$ cat config.mk
export PLATFORM = sky130hd
export DESIGN_NAME = counter_array
export DESIGN_NICKNAME = d
export VERILOG_FILES = /design/src/shared/cc_pkg.sv /design/src/shared/cc_mod_if.sv /design/src/core/cc_module.sv /design/src/core/counter_array.sv /design/src/verification/pin_model.sv /design/src/verification/tb.sv
export VERILOG_INCLUDE_DIRS = /design/src /design/src/shared
export SDC_FILE = /design/constraint.sdc
export NUM_CORES = 1
export LEC_CHECK = 0
export BUFFER_PORTS_ARGS = -buffer_cell sky130_fd_sc_hd__clkbuf_2
export CAP_MARGIN = 5
export CORE_MARGIN = 1
export CORE_UTILIZATION = 60
export DETAILED_ROUTE_END_ITERATION = 8
export HOLD_SLACK_MARGIN = 0.05
export PLACE_DENSITY = 0.92
export SLEW_MARGIN = 40
export SYNTH_ARGS = -nofsm -noshare
export SYNTH_HDL_FRONTEND = slang
export SYNTH_SLANG_ARGS = --single-unit
$ cat constraint.sdc
create_clock -name clk -period 6.95 [get_ports clk]
set_input_delay 0.3475 -clock clk [delete_from_list [all_inputs] [get_ports clk]]
set_output_delay 0.3475 -clock clk [all_outputs]
set_load 0.1 [all_outputs]
$ cat src/shared/cc_regs.svh
`ifndef CC_REGS_SVH
`define CC_REGS_SVH
// Contract
// - rise enable alone captures on rising pin
// - fall enable alone captures on falling pin
// - both enables capture on either pin edge
// - capture loads both bytes, sets event flag
// - flag and irq enable raise request
// - later capture overwrites earlier value
// - hardware sets flag, only software clears
// - compare match sets event flag
// - low write clears, high write sets compare
// - toggle mode inverts pin on match
// - toggle made in hardware at match
// - unchanged compare toggles again after wrap
// - pwm selected, independent of irq enable
// - module 4 watchdog gated by reset enable
// - watchdog honours toggle bit
// - top mode bit written zero, reads zero
// - seven mode bits in documented order
// - pwm pin low below compare, else high
// - pwm reload only at low byte rollover
`define CC_CTRL_OFS 8'h00
`define CC_TMODE_OFS 8'h04
`define CC_COUNT_OFS 8'h08
`define CC_REGION_CTL 3'h0
`define CC_REGION_MODE 3'h1
`define CC_REGION_LOW 3'h2
`define CC_REGION_HIGH 3'h3
`define CC_RUN_BIT 6
`define CC_OVF_BIT 7
`define CC_WATCHDOG_RESET_ENABLE_BIT 6
`define CC_M_IE 0
`define CC_M_PWM 1
`define CC_M_TOG 2
`define CC_M_MAT 3
`define CC_M_FALL 4
`define CC_M_RISE 5
`define CC_M_COMPARE_ENABLE 6
`define CC_MODE_RST 7'h00
`define CC_CMP_RST 8'h00
`define CC_TB_RST 16'h0000
`define CC_PIN_RST 1'b1
`define CC_RESP_OK 2'b00
`define CC_RESP_ERR 2'b10
`endif

$ cat src/shared/cc_pkg.sv
package cc_pkg;
  typedef logic [7:0] addr_t;
  typedef logic [31:0] data_t;
  typedef logic [3:0] strb_t;
  typedef logic [1:0] resp_t;
  typedef struct packed {
    logic [7:0] cap_hi;
    logic [7:0] cap_lo;
    logic [6:0] mode;
    logic flag;
    logic pin;
    logic sync1;
    logic sync2;
    logic prev;
    logic wd;
  } mod_state_t;
  typedef struct packed {
    logic [15:0] tb;
    logic run;
    logic ovf;
    logic watchdog_reset_enable;
    logic wd_rst;
    logic [4:0] irq;
    logic aw_rdy;
    logic bvalid;
    resp_t bresp;
    logic ar_rdy;
    logic rvalid;
    resp_t rresp;
    data_t rdata;
  } top_state_t;
endpackage

$ cat src/shared/cc_mod_if.sv
`timescale 1ns/1ps
interface cc_mod_if;
  logic [15:0] tb;
  logic tb_tick;
  logic wr_mode;
  logic wr_low;
  logic wr_high;
  logic [7:0] wr_data;
  logic flag_clr;
  logic pin_in;
  logic [6:0] mode;
  logic [7:0] lo;
  logic [7:0] hi;
  logic flag;
  logic pin_out;
  logic wd_match;
  modport dev (
    input tb, tb_tick, wr_mode, wr_low, wr_high, wr_data, flag_clr,
    input pin_in,
    output mode, lo, hi, flag, pin_out, wd_match
  );
  modport ctl (
    output tb, tb_tick, wr_mode, wr_low, wr_high, wr_data, flag_clr,
    output pin_in,
    input mode, lo, hi, flag, pin_out, wd_match
  );
endinterface

$ cat src/core/cc_module.sv
`timescale 1ns/1ps
`include "cc_regs.svh"
module cc_module #(
  parameter bit WD_CAPABLE = 1'b0
) (
  input wire logic clk,
  input wire logic arst_n,
  cc_mod_if.dev bus
);
  import cc_pkg::*;
  mod_state_t st_reg;
  mod_state_t st_next;
  logic rise;
  logic fall;
  logic cmp_mode;
  logic pwm_mode;
  logic match;
  logic capture;

  // mode bit decode
  // decode of mode bits and edges from the synchronised pin
  always_comb begin
    rise = st_reg.sync2 & ~st_reg.prev;
    fall = ~st_reg.sync2 & st_reg.prev;
    cmp_mode = st_reg.mode[`CC_M_COMPARE_ENABLE] & st_reg.mode[`CC_M_MAT] &
      ~st_reg.mode[`CC_M_PWM];
    pwm_mode = st_reg.mode[`CC_M_COMPARE_ENABLE] & st_reg.mode[`CC_M_PWM];
    // match only on a live count, a stopped base would re-match
    match = cmp_mode & bus.tb_tick &
      (bus.tb == {st_reg.cap_hi, st_reg.cap_lo});
    capture = (st_reg.mode[`CC_M_RISE] & rise) |
      (st_reg.mode[`CC_M_FALL] & fall);
  end

  // next state; later steps override earlier ones
  always_comb begin
    st_next = st_reg;
    st_next.sync1 = bus.pin_in;
    st_next.sync2 = st_reg.sync1;
    st_next.prev = st_reg.sync2;
    if (bus.wr_mode) begin
      st_next.mode = bus.wr_data[6:0];
    end
    if (bus.wr_low) begin
      st_next.cap_lo = bus.wr_data;
      st_next.mode[`CC_M_COMPARE_ENABLE] = 1'b0;
    end
    if (bus.wr_high) begin
      st_next.cap_hi = bus.wr_data;
      st_next.mode[`CC_M_COMPARE_ENABLE] = 1'b1;
    end
    if (bus.flag_clr) begin
      st_next.flag = 1'b0;
    end
    if (pwm_mode && bus.tb_tick && bus.tb[7:0] == 8'hff) begin
      st_next.cap_lo = st_reg.cap_hi;
    end
    if (pwm_mode) begin
      st_next.pin = bus.tb[7:0] >= st_reg.cap_lo;
    end
    if (match) begin
      st_next.flag = 1'b1;
      if (st_reg.mode[`CC_M_TOG]) begin
        st_next.pin = ~st_reg.pin;
      end
    end
    if (capture) begin
      st_next.cap_hi = bus.tb[15:8];
      st_next.cap_lo = bus.tb[7:0];
      st_next.flag = 1'b1;
    end
    st_next.wd = WD_CAPABLE & match;
  end

  always_ff @(posedge clk or negedge arst_n) begin
    if (!arst_n) begin
      st_reg <= '{cap_hi: `CC_CMP_RST, cap_lo: `CC_CMP_RST,
        mode: `CC_MODE_RST, pin: `CC_PIN_RST, default: 1'b0};
    end else begin
      st_reg <= st_next;
    end
  end

  assign bus.mode = st_reg.mode;
  assign bus.lo = st_reg.cap_lo;
  assign bus.hi = st_reg.cap_hi;
  assign bus.flag = st_reg.flag;
  assign bus.pin_out = st_reg.pin;
  assign bus.wd_match = st_reg.wd;
endmodule // cc_module

$ cat src/core/counter_array.sv
// Implementation choices: the AXI4-Lite slave port and the address map.
`timescale 1ns/1ps
`include "cc_regs.svh"
module counter_array #(
  parameter int MODULES = 5
) (
  input wire logic clk,
  input wire logic arst_n,
  input wire logic s_axi_awvalid,
  output logic s_axi_awready,
  input wire cc_pkg::addr_t s_axi_awaddr,
  input wire logic s_axi_wvalid,
  output logic s_axi_wready,
  input wire cc_pkg::data_t s_axi_wdata,
  input wire cc_pkg::strb_t s_axi_wstrb,
  output logic s_axi_bvalid,
  input wire logic s_axi_bready,
  output cc_pkg::resp_t s_axi_bresp,
  input wire logic s_axi_arvalid,
  output logic s_axi_arready,
  input wire cc_pkg::addr_t s_axi_araddr,
  output logic s_axi_rvalid,
  input wire logic s_axi_rready,
  output cc_pkg::data_t s_axi_rdata,
  output cc_pkg::resp_t s_axi_rresp,
  input wire logic [4:0] module_pin_i,
  output logic [4:0] module_pin_o,
  output logic [4:0] irq_req_o,
  output logic watchdog_reset_o
);
  import cc_pkg::*;
  // register map, one 32-bit word each:
  //   0x00 control: overflow, run and the five event flags
  //   0x04 time-base mode: watchdog reset enable
  //   0x08 count, two byte lanes
  //   0x20/0x40/0x60 + 4n: mode, compare low, compare high of unit n
  // flags are write-one-to-clear so a read-modify-write cannot lose one
  top_state_t st_reg;
  top_state_t st_next;

  // per-unit read-back and status
  logic [6:0] mode_rd [MODULES];
  logic [7:0] lo_rd [MODULES];
  logic [7:0] hi_rd [MODULES];
  logic [4:0] flags;
  logic [4:0] irq_en;
  logic [4:0] wd_hits;
  // write address decode
  logic wr_fire;
  logic [2:0] w_region;
  logic [2:0] w_idx;
  logic w_lane0;
  logic w_lane1;
  logic w_hit;
  // read address decode
  logic [2:0] r_region;
  logic [2:0] r_idx;
  logic r_hit;
  data_t r_data;

  // write handshake cycle: ready pulse while both valids are held
  always_comb begin
    wr_fire = st_reg.aw_rdy;
    w_region = s_axi_awaddr[7:5];
    w_idx = s_axi_awaddr[4:2];
    // lane 0 reaches every byte register, lane 1 only the count
    w_lane0 = s_axi_wstrb[0];
    w_lane1 = s_axi_wstrb[1];
    if (w_region == `CC_REGION_CTL) begin
      w_hit = w_idx < 3'h3;
    end else begin
      w_hit = (w_region <= `CC_REGION_HIGH) && (w_idx < 3'h5);
    end
  end

  // one compare/capture unit per module, each with its own carrier
  genvar gi;
  generate
    for (gi = 0; gi < MODULES; gi++) begin : g_mod
      cc_mod_if mif ();
      assign mif.tb = st_reg.tb;
      assign mif.tb_tick = st_reg.run;
      assign mif.wr_data = s_axi_wdata[7:0];
      assign mif.pin_in = module_pin_i[gi];
      assign mif.wr_mode = wr_fire && w_lane0 &&
        w_region == `CC_REGION_MODE && w_idx == 3'(gi);
      assign mif.wr_low = wr_fire && w_lane0 &&
        w_region == `CC_REGION_LOW && w_idx == 3'(gi);
      assign mif.wr_high = wr_fire && w_lane0 &&
        w_region == `CC_REGION_HIGH && w_idx == 3'(gi);
      // event flags are write-one-to-clear in the control word
      assign mif.flag_clr = wr_fire && w_lane0 &&
        s_axi_awaddr == `CC_CTRL_OFS && s_axi_wdata[gi];
      assign mode_rd[gi] = mif.mode;
      assign lo_rd[gi] = mif.lo;
      assign hi_rd[gi] = mif.hi;
      assign flags[gi] = mif.flag;
      assign irq_en[gi] = mif.mode[`CC_M_IE];
      assign wd_hits[gi] = mif.wd_match;
      assign module_pin_o[gi] = mif.pin_out;
      // only unit 4 may drive the watchdog reset
      cc_module #(
        .WD_CAPABLE(gi == 4)
      ) u_mod (
        .clk(clk),
        .arst_n(arst_n),
        .bus(mif)
      );
    end
  endgenerate

  // read decode; unmapped words answer with an error and zero data
  always_comb begin
    r_region = s_axi_araddr[7:5];
    r_idx = s_axi_araddr[4:2];
    r_data = '0;
    r_hit = 1'b0;
    case (r_region)
      `CC_REGION_CTL: begin
        r_hit = r_idx < 3'h3;
        if (s_axi_araddr == `CC_CTRL_OFS) begin
          r_data[`CC_OVF_BIT] = st_reg.ovf;
          r_data[`CC_RUN_BIT] = st_reg.run;
          r_data[4:0] = flags;
        end else if (s_axi_araddr == `CC_TMODE_OFS) begin
          r_data[`CC_WATCHDOG_RESET_ENABLE_BIT] = st_reg.watchdog_reset_enable;
        end else if (s_axi_araddr == `CC_COUNT_OFS) begin
          r_data[15:0] = st_reg.tb;
        end
      end
      `CC_REGION_MODE,
      `CC_REGION_LOW,
      `CC_REGION_HIGH: begin
        r_hit = r_idx < 3'h5;
        // the index is checked before the arrays are read
        if (r_hit) begin
          if (r_region == `CC_REGION_MODE) begin
            r_data[6:0] = mode_rd[r_idx];
          end else if (r_region == `CC_REGION_LOW) begin
            r_data[7:0] = lo_rd[r_idx];
          end else begin
            r_data[7:0] = hi_rd[r_idx];
          end
        end
      end
      default: begin
        r_hit = 1'b0;
      end
    endcase
  end

  // time base, control bits and bus answers
  always_comb begin
    st_next = st_reg;
    // free-running count while the run bit is set
    if (st_reg.run) begin
      st_next.tb = st_reg.tb + 16'h0001;
    end
    // software writes to the shared control words
    if (wr_fire && s_axi_awaddr == `CC_CTRL_OFS && w_lane0) begin
      st_next.run = s_axi_wdata[`CC_RUN_BIT];
      if (s_axi_wdata[`CC_OVF_BIT]) begin
        st_next.ovf = 1'b0;
      end
    end
    if (wr_fire && s_axi_awaddr == `CC_TMODE_OFS && w_lane0) begin
      st_next.watchdog_reset_enable = s_axi_wdata[`CC_WATCHDOG_RESET_ENABLE_BIT];
    end
    if (wr_fire && s_axi_awaddr == `CC_COUNT_OFS) begin
      if (w_lane0) begin
        st_next.tb[7:0] = s_axi_wdata[7:0];
      end
      if (w_lane1) begin
        st_next.tb[15:8] = s_axi_wdata[15:8];
      end
    end
    // overflow set after the clear so a same-cycle wrap is kept
    if (st_reg.run && st_reg.tb == 16'hffff) begin
      st_next.ovf = 1'b1;
    end
    st_next.irq = flags & irq_en;
    st_next.wd_rst = st_reg.watchdog_reset_enable & wd_hits[4];
    // write channel: both valids first, then one ready pulse
    st_next.aw_rdy = 1'b0;
    if (!st_reg.aw_rdy && !st_reg.bvalid &&
        s_axi_awvalid && s_axi_wvalid) begin
      st_next.aw_rdy = 1'b1;
    end
    if (st_reg.aw_rdy) begin
      st_next.bvalid = 1'b1;
      st_next.bresp = w_hit ? `CC_RESP_OK : `CC_RESP_ERR;
    end else if (st_reg.bvalid && s_axi_bready) begin
      st_next.bvalid = 1'b0;
    end
    // read channel: ready pulse, data in the following cycle
    st_next.ar_rdy = 1'b0;
    if (!st_reg.ar_rdy && !st_reg.rvalid && s_axi_arvalid) begin
      st_next.ar_rdy = 1'b1;
    end
    if (st_reg.ar_rdy) begin
      st_next.rvalid = 1'b1;
      st_next.rdata = r_data;
      st_next.rresp = r_hit ? `CC_RESP_OK : `CC_RESP_ERR;
    end else if (st_reg.rvalid && s_axi_rready) begin
      st_next.rvalid = 1'b0;
    end
  end

  // reset leaves the count stopped at zero and the bus idle
  always_ff @(posedge clk or negedge arst_n) begin
    if (!arst_n) begin
      st_reg <= '{tb: `CC_TB_RST, bresp: `CC_RESP_OK,
        rresp: `CC_RESP_OK, default: '0};
    end else begin
      st_reg <= st_next;
    end
  end

  // every bus and pin output comes straight from a register
  assign s_axi_awready = st_reg.aw_rdy;
  assign s_axi_wready = st_reg.aw_rdy;
  assign s_axi_bvalid = st_reg.bvalid;
  assign s_axi_bresp = st_reg.bresp;
  assign s_axi_arready = st_reg.ar_rdy;
  assign s_axi_rvalid = st_reg.rvalid;
  assign s_axi_rdata = st_reg.rdata;
  assign s_axi_rresp = st_reg.rresp;
  assign irq_req_o = st_reg.irq;
  assign watchdog_reset_o = st_reg.wd_rst;
endmodule // counter_array

$ cat src/verification/pin_model.sv
`timescale 1ns/1ps
// far-side pin source: a requested level lands just after an edge
// and holds until the next request, so no edge is ever too short
module pin_model (
  input wire logic clk,
  input wire logic arst_n,
  input wire logic [4:0] want,
  output logic [4:0] pin
);
  // pins idle low out of reset
  always_ff @(posedge clk or negedge arst_n) begin
    if (!arst_n) begin
      pin <= 5'h00;
    end else begin
      pin <= want;
    end
  end
endmodule // pin_model

$ cat src/verification/tb.sv
`timescale 1ns/1ps
module tb;
  import cc_pkg::*;
  logic clk, arst_n, awv, awr, wv, wr, bv, br, arv, arr, rv, rr, wdt, p;
  addr_t awa, ara;
  data_t wd, rdat, d;
  strb_t ws;
  resp_t bres, rres, r;
  logic [4:0] want, pin_i, pin_o, irq;
  logic [15:0] seed, c, keep;
  logic [15:0] cv[4] = '{16'h0010, 16'h0090, 16'h0080, 16'h007f};
  logic ev[4] = '{1'b0, 1'b1, 1'b1, 1'b0};
  int mismatches, n_compared, wd_pulses, n;

  initial begin
    clk = 1'b0;
    forever #4 clk = ~clk;
  end

  counter_array dut_u (.clk(clk), .arst_n(arst_n),
    .s_axi_awvalid(awv), .s_axi_awready(awr), .s_axi_awaddr(awa),
    .s_axi_wvalid(wv), .s_axi_wready(wr), .s_axi_wdata(wd),
    .s_axi_wstrb(ws), .s_axi_bvalid(bv), .s_axi_bready(br),
    .s_axi_bresp(bres), .s_axi_arvalid(arv), .s_axi_arready(arr),
    .s_axi_araddr(ara), .s_axi_rvalid(rv), .s_axi_rready(rr),
    .s_axi_rdata(rdat), .s_axi_rresp(rres), .module_pin_i(pin_i),
    .module_pin_o(pin_o), .irq_req_o(irq), .watchdog_reset_o(wdt));
  pin_model pm_u (.clk(clk), .arst_n(arst_n), .want(want), .pin(pin_i));

  // pulse counter, the reset request is one cycle wide
  always @(posedge clk) begin
    if (wdt === 1'b1) wd_pulses++;
  end

  function automatic logic [15:0] nx();
    seed = {seed[14:0], seed[15] ^ seed[13] ^ seed[12] ^ seed[10]};
    return seed;
  endfunction

  function automatic addr_t ma(input int base, input int k);
    return addr_t'(base + 4 * k);
  endfunction

  task automatic chk(input logic [31:0] got, exp, input string m);
    n_compared++;
    if (got !== exp) begin
      mismatches++;
      $display("BAD %0t %s got %h exp %h", $time, m, got, exp);
    end
  endtask

  task automatic summarize();
    $display("compared %0d mismatches %0d", n_compared, mismatches);
    if (mismatches == 0 && n_compared > 0) begin
      $display("RESULT: PASS");
    end else begin
      $display("RESULT: FAIL");
    end
    $finish;
  endtask

  // one edge first, so a release never meets a raise in one step
  task automatic wr_reg(input addr_t a, input data_t v, output resp_t rsp);
    @(posedge clk);
    awv <= 1'b1;
    awa <= a;
    wv <= 1'b1;
    wd <= v;
    ws <= 4'hf;
    br <= 1'b1;
    do begin
      @(posedge clk);
    end while (awr !== 1'b1);
    awv <= 1'b0;
    wv <= 1'b0;
    do begin
      @(posedge clk);
    end while (bv !== 1'b1);
    rsp = bres;
    br <= 1'b0;
  endtask

  task automatic rd_reg(input addr_t a, output data_t v, output resp_t rsp);
    @(posedge clk);
    arv <= 1'b1;
    ara <= a;
    rr <= 1'b1;
    do begin
      @(posedge clk);
    end while (arr !== 1'b1);
    arv <= 1'b0;
    do begin
      @(posedge clk);
    end while (rv !== 1'b1);
    v = rdat;
    rsp = rres;
    rr <= 1'b0;
  endtask

  task automatic w(input addr_t a, input data_t v);
    resp_t x;
    wr_reg(a, v, x);
  endtask

  task automatic rc(input addr_t a, input data_t e, input string m);
    data_t x;
    resp_t y;
    rd_reg(a, x, y);
    chk(x, e, m);
  endtask

  // count frozen, so the captured value is exactly what was loaded
  task automatic cap(input int k, input logic lv, input logic [15:0] v);
    w(8'h08, {16'h0000, v});
    want[k] <= lv;
    repeat (8) @(posedge clk);
  endtask

  task automatic ccap(input int k, input logic [15:0] v, input string m);
    rc(ma('h40, k), {24'h0, v[7:0]}, m);
    rc(ma('h60, k), {24'h0, v[15:8]}, m);
  endtask

  // hang guard sized well past the wrap-around wait
  initial begin
    #720000;
    mismatches++;
    summarize();
  end

  initial begin
    arst_n = 1'b0; awv = 1'b0; wv = 1'b0; br = 1'b0; arv = 1'b0;
    rr = 1'b0; awa = '0; ara = '0; wd = '0; ws = '0; want = '0;
    seed = 16'h6d70;
    repeat (2) @(posedge clk);
    arst_n <= 1'b1;
    @(posedge clk);
    chk(pin_o, 32'h1f, "pin reset");
    n = int'(nx() % 5);
    w(ma('h20, n), 32'h20);
    c = nx(); cap(n, 1'b1, c); ccap(n, c, "rise");
    keep = c; cap(n, 1'b0, nx()); ccap(n, keep, "rise only");
    w(ma('h20, n), 32'h10);
    cap(n, 1'b1, nx()); ccap(n, keep, "fall only");
    c = nx(); cap(n, 1'b0, c); ccap(n, c, "fall");
    w(ma('h20, n), 32'h30);
    c = nx(); cap(n, 1'b1, c); ccap(n, c, "both rise");
    c = nx(); cap(n, 1'b0, c); ccap(n, c, "both fall");
    // pin rise timed to land on the same edge as a low-byte write
    c = nx();
    w(8'h08, {16'h0000, c});
    want[n] <= 1'b1;
    @(posedge clk);
    w(ma('h40, n), {24'h0, ~c[7:0]});
    repeat (8) @(posedge clk);
    ccap(n, c, "capture wins");
    rc(8'h00, 32'h1 << n, "flag set");
    chk(irq, 32'h0, "irq masked");
    w(ma('h20, n), 32'h31);
    repeat (2) @(posedge clk);
    chk(irq, 32'h1 << n, "irq raised");
    rc(ma('h20, n), 32'h31, "mode bits");
    w(8'h00, 32'h1 << n);
    rc(8'h00, 32'h0, "flag cleared");
    chk(irq, 32'h0, "irq dropped");
    w(ma('h20, n), 32'h00);
    keep = c; cap(n, 1'b0, nx()); ccap(n, keep, "idle");
    rc(8'h00, 32'h0, "idle flag");
    $display("test capture done");
    // software order: low byte first, then high byte
    c = nx(); w(8'h08, {16'h0, c}); w(ma('h20, 1), 32'h4c);
    keep = c + 16'h0014;
    w(ma('h40, 1), {24'h0, keep[7:0]});
    rc(ma('h20, 1), 32'h0c, "low write");
    w(ma('h60, 1), {24'h0, keep[15:8]});
    rc(ma('h20, 1), 32'h4c, "high write");
    p = pin_o[1];
    w(8'h00, 32'h40);
    repeat (40) @(posedge clk);
    chk(pin_o[1], 1'(~p), "toggle");
    rd_reg(8'h00, d, r); chk(d[1], 32'h1, "match flag");
    w(8'h00, 32'h42);
    repeat (65536) @(posedge clk);
    chk(pin_o[1], p, "wrap toggle");
    rd_reg(8'h00, d, r); chk(d[1], 32'h1, "wrap flag");
    w(8'h00, 32'h00);
    $display("test compare done");
    w(ma('h20, 2), 32'h42); w(ma('h40, 2), 32'h80); w(ma('h60, 2), 32'h80);
    for (int i = 0; i < 4; i++) begin
      w(8'h08, {16'h0, cv[i]}); repeat (3) @(posedge clk);
      chk(pin_o[2], ev[i], "pwm level");
    end
    w(ma('h60, 2), 32'h20); w(8'h08, 32'h50); repeat (3) @(posedge clk);
    chk(pin_o[2], 32'h0, "pwm no reload");
    w(8'h08, 32'hf8); w(8'h00, 32'h40);
    repeat (20) @(posedge clk);
    w(8'h00, 32'h00);
    rc(ma('h40, 2), 32'h20, "pwm reload");
    $display("test pwm done");
    w(ma('h20, 4), 32'h48); w(8'h08, 32'h100);
    w(ma('h40, 4), 32'h10); w(ma('h60, 4), 32'h01);
    p = pin_o[4];
    w(8'h00, 32'h40); repeat (40) @(posedge clk); w(8'h00, 32'h00);
    chk(wd_pulses, 32'h0, "wd gated");
    w(8'h08, 32'h100); w(8'h04, 32'h40);
    w(8'h00, 32'h40); repeat (40) @(posedge clk); w(8'h00, 32'h00);
    chk(wd_pulses, 32'h1, "wd reset");
    chk(pin_o[4], p, "wd no toggle");
    chk(irq[4], 32'h0, "wd irq off");
    $display("test watchdog done");
    wr_reg(8'hfc, 32'h0, r); chk(r, 32'h2, "unmapped write");
    rd_reg(8'hfc, d, r); chk(d, 32'h0, "unmapped data");
    chk(r, 32'h2, "unmapped read");
    $display("test unmapped done");
    summarize();
  end
endmodule // tb
==> impl_metrics.tcl <==
set metrics [dict create \
    setup_tns_ns 0 \
    synthFlopType "dfrtp_1" \
    max_freq_ghz 0.328 \
    place_area_um2 12000 \
    final_cell_area_um2 12700 \
    whs_path_depth 2 \
    first_global_vias 9480 \
    dr.pass1.iters 7 \
    crit_path_start "g_mod[0].mif.tb[1]" \
    synth_top_cell_by_area "dfrtp_1" \
    vias 9969 \
    min_period_over_period_pct 43.9 \
    cp.arrival_ns 3.38 \
    switching_share_pct 42.5 \
    pwr-share-clk_pct 23.5 \
    crit_chain "ha_1 > and2_1 > and3_2 > nand3_1 > mux2i_1 > o21ai_1" \
    ios 116 \
    startpoint_type "flop" \
    postRouteAntennaNets 0 \
    min_path_type "input port to flop" \
    synthArstFlopShare_pct 100 \
    synth_top_area_share_pct 38.9 \
    n_antenna_cell 0 \
    status "finished clean" \
    yosysSeqAreaShare_pct 40.0 \
    power_mw 4.33 \
    powerDensity_nw_per_um2 342 \
    cts_buffer_depth 2 \
    nets 1296 \
    core_area_um2 19000 \
    ys_top_cells_by_area "dfrtp_1 (39%), mux2i_1 (6.7%), mux2_2 (4.5%)" \
    cts_hold_buf 6 \
    grtUsageTotal_pct 37.2 \
    cts_made_buffers 17 \
    synth_area_um2 11800 \
    gr-total-overflow 0 \
    worst-setup-path-type "flop to flop" \
    skew_ns 0.0113 \
    area_delta_synth_final_pct 7.60 \
    wl_per_cell_um 24.7 \
    power.share.combinational_pct 34.5 \
    slowest_delay_ns 0.75 \
    p_seq_share_pct 42.0 \
    hold_viol_final 0 \
    grt_max_degree 134 \
    synth-seq-cells 188 \
    grt_antenna_before_repair 0 \
    maxCapViolCount 0 \
    final_core_util_pct 66.8 \
    numPortBuffers 79 \
    grt_first_pass_wirelength_mm 55.1 \
    cts.sinks 188 \
    slew_headroom_pct 42.7 \
    crit_path_end_kind "flop" \
    drv_slew 0 \
    r2r_cells 6 \
    synthCells 1191 \
    final_cells 1464 \
    synth_cell_types 74 \
    drt_iter0_drc 1445 \
    chipWidth_um 142 \
    dp_cells 1425 \
    fp-row-count 50 \
    die_y_um 142 \
    drc 0 \
    rsz0062_at_grt "false" \
    drive_gt1_share_pct 18.6 \
    synth_warnings 0 \
    period_minus_slack_ns 3.05 \
    cts_setup_buffers 0 \
    p_sw_mw 1.84 \
    critPathRequiredTime_ns 7.27 \
    start_util_pct 62.1 \
    tightestPinTransition_ns 0.860 \
    cts_tree "built" \
    routed_wl_mm 36.1 \
    die-area_um2 20200 \
    p_leak_nw 5.71 \
    setup_violations 0 \
    hp-start "s_axi_rready" \
    synth_edf_count 0 \
    post_cts_resized 0 \
    clock-root-buffer "clkbuf_16" \
    worst_path_max_delay_cell "dfrtp_1" \
    path_max_fanout 21 \
    clk_latency_ns 0.45 \
    dp_hpwl_mm 24.6 \
    r2r-start "g_mod[0].mif.tb[1]" \
    synth_area_per_cell_um2 9.88 \
    p_int_mw 2.49 \
    cts_htree_levels 4 \
    gp_congestion 1.00 \
    viasPerCell 6.81 \
    clk_pin_slew_ns 0.08 \
    irDropWorstVdd_mv 0.224 \
]
-- through the flow --
stage / setup WS (ns) / hold WS (ns)
2_1_floorplan: 4.32 / 0.0519
3_3_place_gp: 3.78 / 0.332
3_5_place_dp: 3.68 / 0.337
4_1_cts: 3.65 / 0.0602
5_1_grt: 3.86 / 0.0592
6_report: 3.90 / 0.0638
-- power groups by stage --
stage	registers [mW]	logic (mW)	clock network, mW
after floorplan	1.58	1.20	0
after global placement	1.79	1.35	0
after detailed placement	1.80	1.43	0
after CTS	1.78	1.45	1.02
after global routing	1.83	1.60	1.06
final	1.82	1.49	1.02
-- layer usage --
metal	wire length, um	global-route usage, %
met2	15900	55.3
met4	2670	24.1
met1	12700	47.5
met5	0	0
met3	4850	10.8
-- worst paths after layout --
path / endpoint / slack [ns]
max: g_mod[0].u_mod.bus.lo[6] / 3.90
min: s_axi_rvalid / 0.06
max reg2reg: g_mod[0].u_mod.bus.lo[6] / 3.90
min reg2reg: g_mod[1].u_mod.st_next[1] / 0.35
max in group asynchronous: s_axi_rresp[1] / 5.27
min in group asynchronous: g_mod[0].mif.tb_tick / 0.46
-- kinds of logic (layout without fill, tap and decap cells) --
kind of cell / Yosys count / after routing / share of synthesized area [%]
AO/OA/AOI/OAI: 245 / 245 / 13.8
XOR/XNOR: 55 / 55 / 4.09
adder cells (fa/ha/maj): 41 / 41 / 4.36
buffers and inverters: 185 / 181 / 7.89
flip-flops: 188 / 188 / 40.0
multiplexers: 149 / 149 / 15.1
other: 1 / 18 / 0.0319
AND/OR/NAND/NOR: 327 / 327 / 14.7
-- area by class of cell --
class                   instances  area [um2]
inverters                      54         203
multi-input cells             835        6240
repair buffers                 95         571
clock buffers                  17         425
well taps                     260         325
clock inverters                15         190
fillers                      1385        6290
flip-flops and latches        188        4710
-- placed cells by master (no fill, tap or decap), types with 6 or more instances in the layout --
cell and count:
dfrtp_1 183, nand2_1 94, mux2i_1 79, clkbuf_2 78, a21oi_1 66, inv_1 54, nand3_1 53, nor2_1 51
o21ai_0 50, mux2_2 47, ha_1 41, xor2_1 33, a221o_1 26, xnor2_1 22, nand4_1 19, conb_1 18
clkbuf_16 18, and2_1 16, mux4_2 15, nor2b_1 12, nor3_1 11, o21ai_1 11, nand3b_1 10, a21o_1 9
a211oi_1 9, a22o_1 9, buf_4 9, mux2_4 8, a211o_1 8, nor4_1 7, a22oi_1 7, nand2b_1 6
and4_1 6, dlygate4sd3_1 6
-- synth_stat cells, types with 4 or more instances --
library cell and n:
a31oi_1 4, nand3_1 53, mux2i_1 79, and3_1 6, a22o_1 9, a211o_1 8, ha_1 41, buf_2 27
xor2_1 33, or3_1 4, buf_4 49, nand2b_1 6, mux2_2 47, buf_1 6, a21oi_1 66, xnor2_1 22
o21a_1 4, nor3_1 11, a221o_1 26, mux2_4 8, nand4_1 19, nand2_1 94, nor2_1 54, dfrtp_1 183
nor2b_1 12, mux4_2 15, and2_1 16, and4_1 6, dfstp_2 5, o21ai_1 16, nand3b_1 10, nor4_1 8
inv_1 54, a22oi_1 7, clkbuf_1 46, a311oi_1 4, nand4b_1 4, o21ai_0 50, a211oi_1 9, a21o_1 9
-- worst max-delay path: cells and delay by family, from the launching register on --
kind / cells / cell delay, ns
muxes: 1 / 0.31
DFF: 1 / 0.75
and+or+nand+nor: 3 / 1.44
AOI/OAI and AO/OA: 1 / 0.09
adders and majority gates: 1 / 0.32
Power figures use the tool's default switching activity.
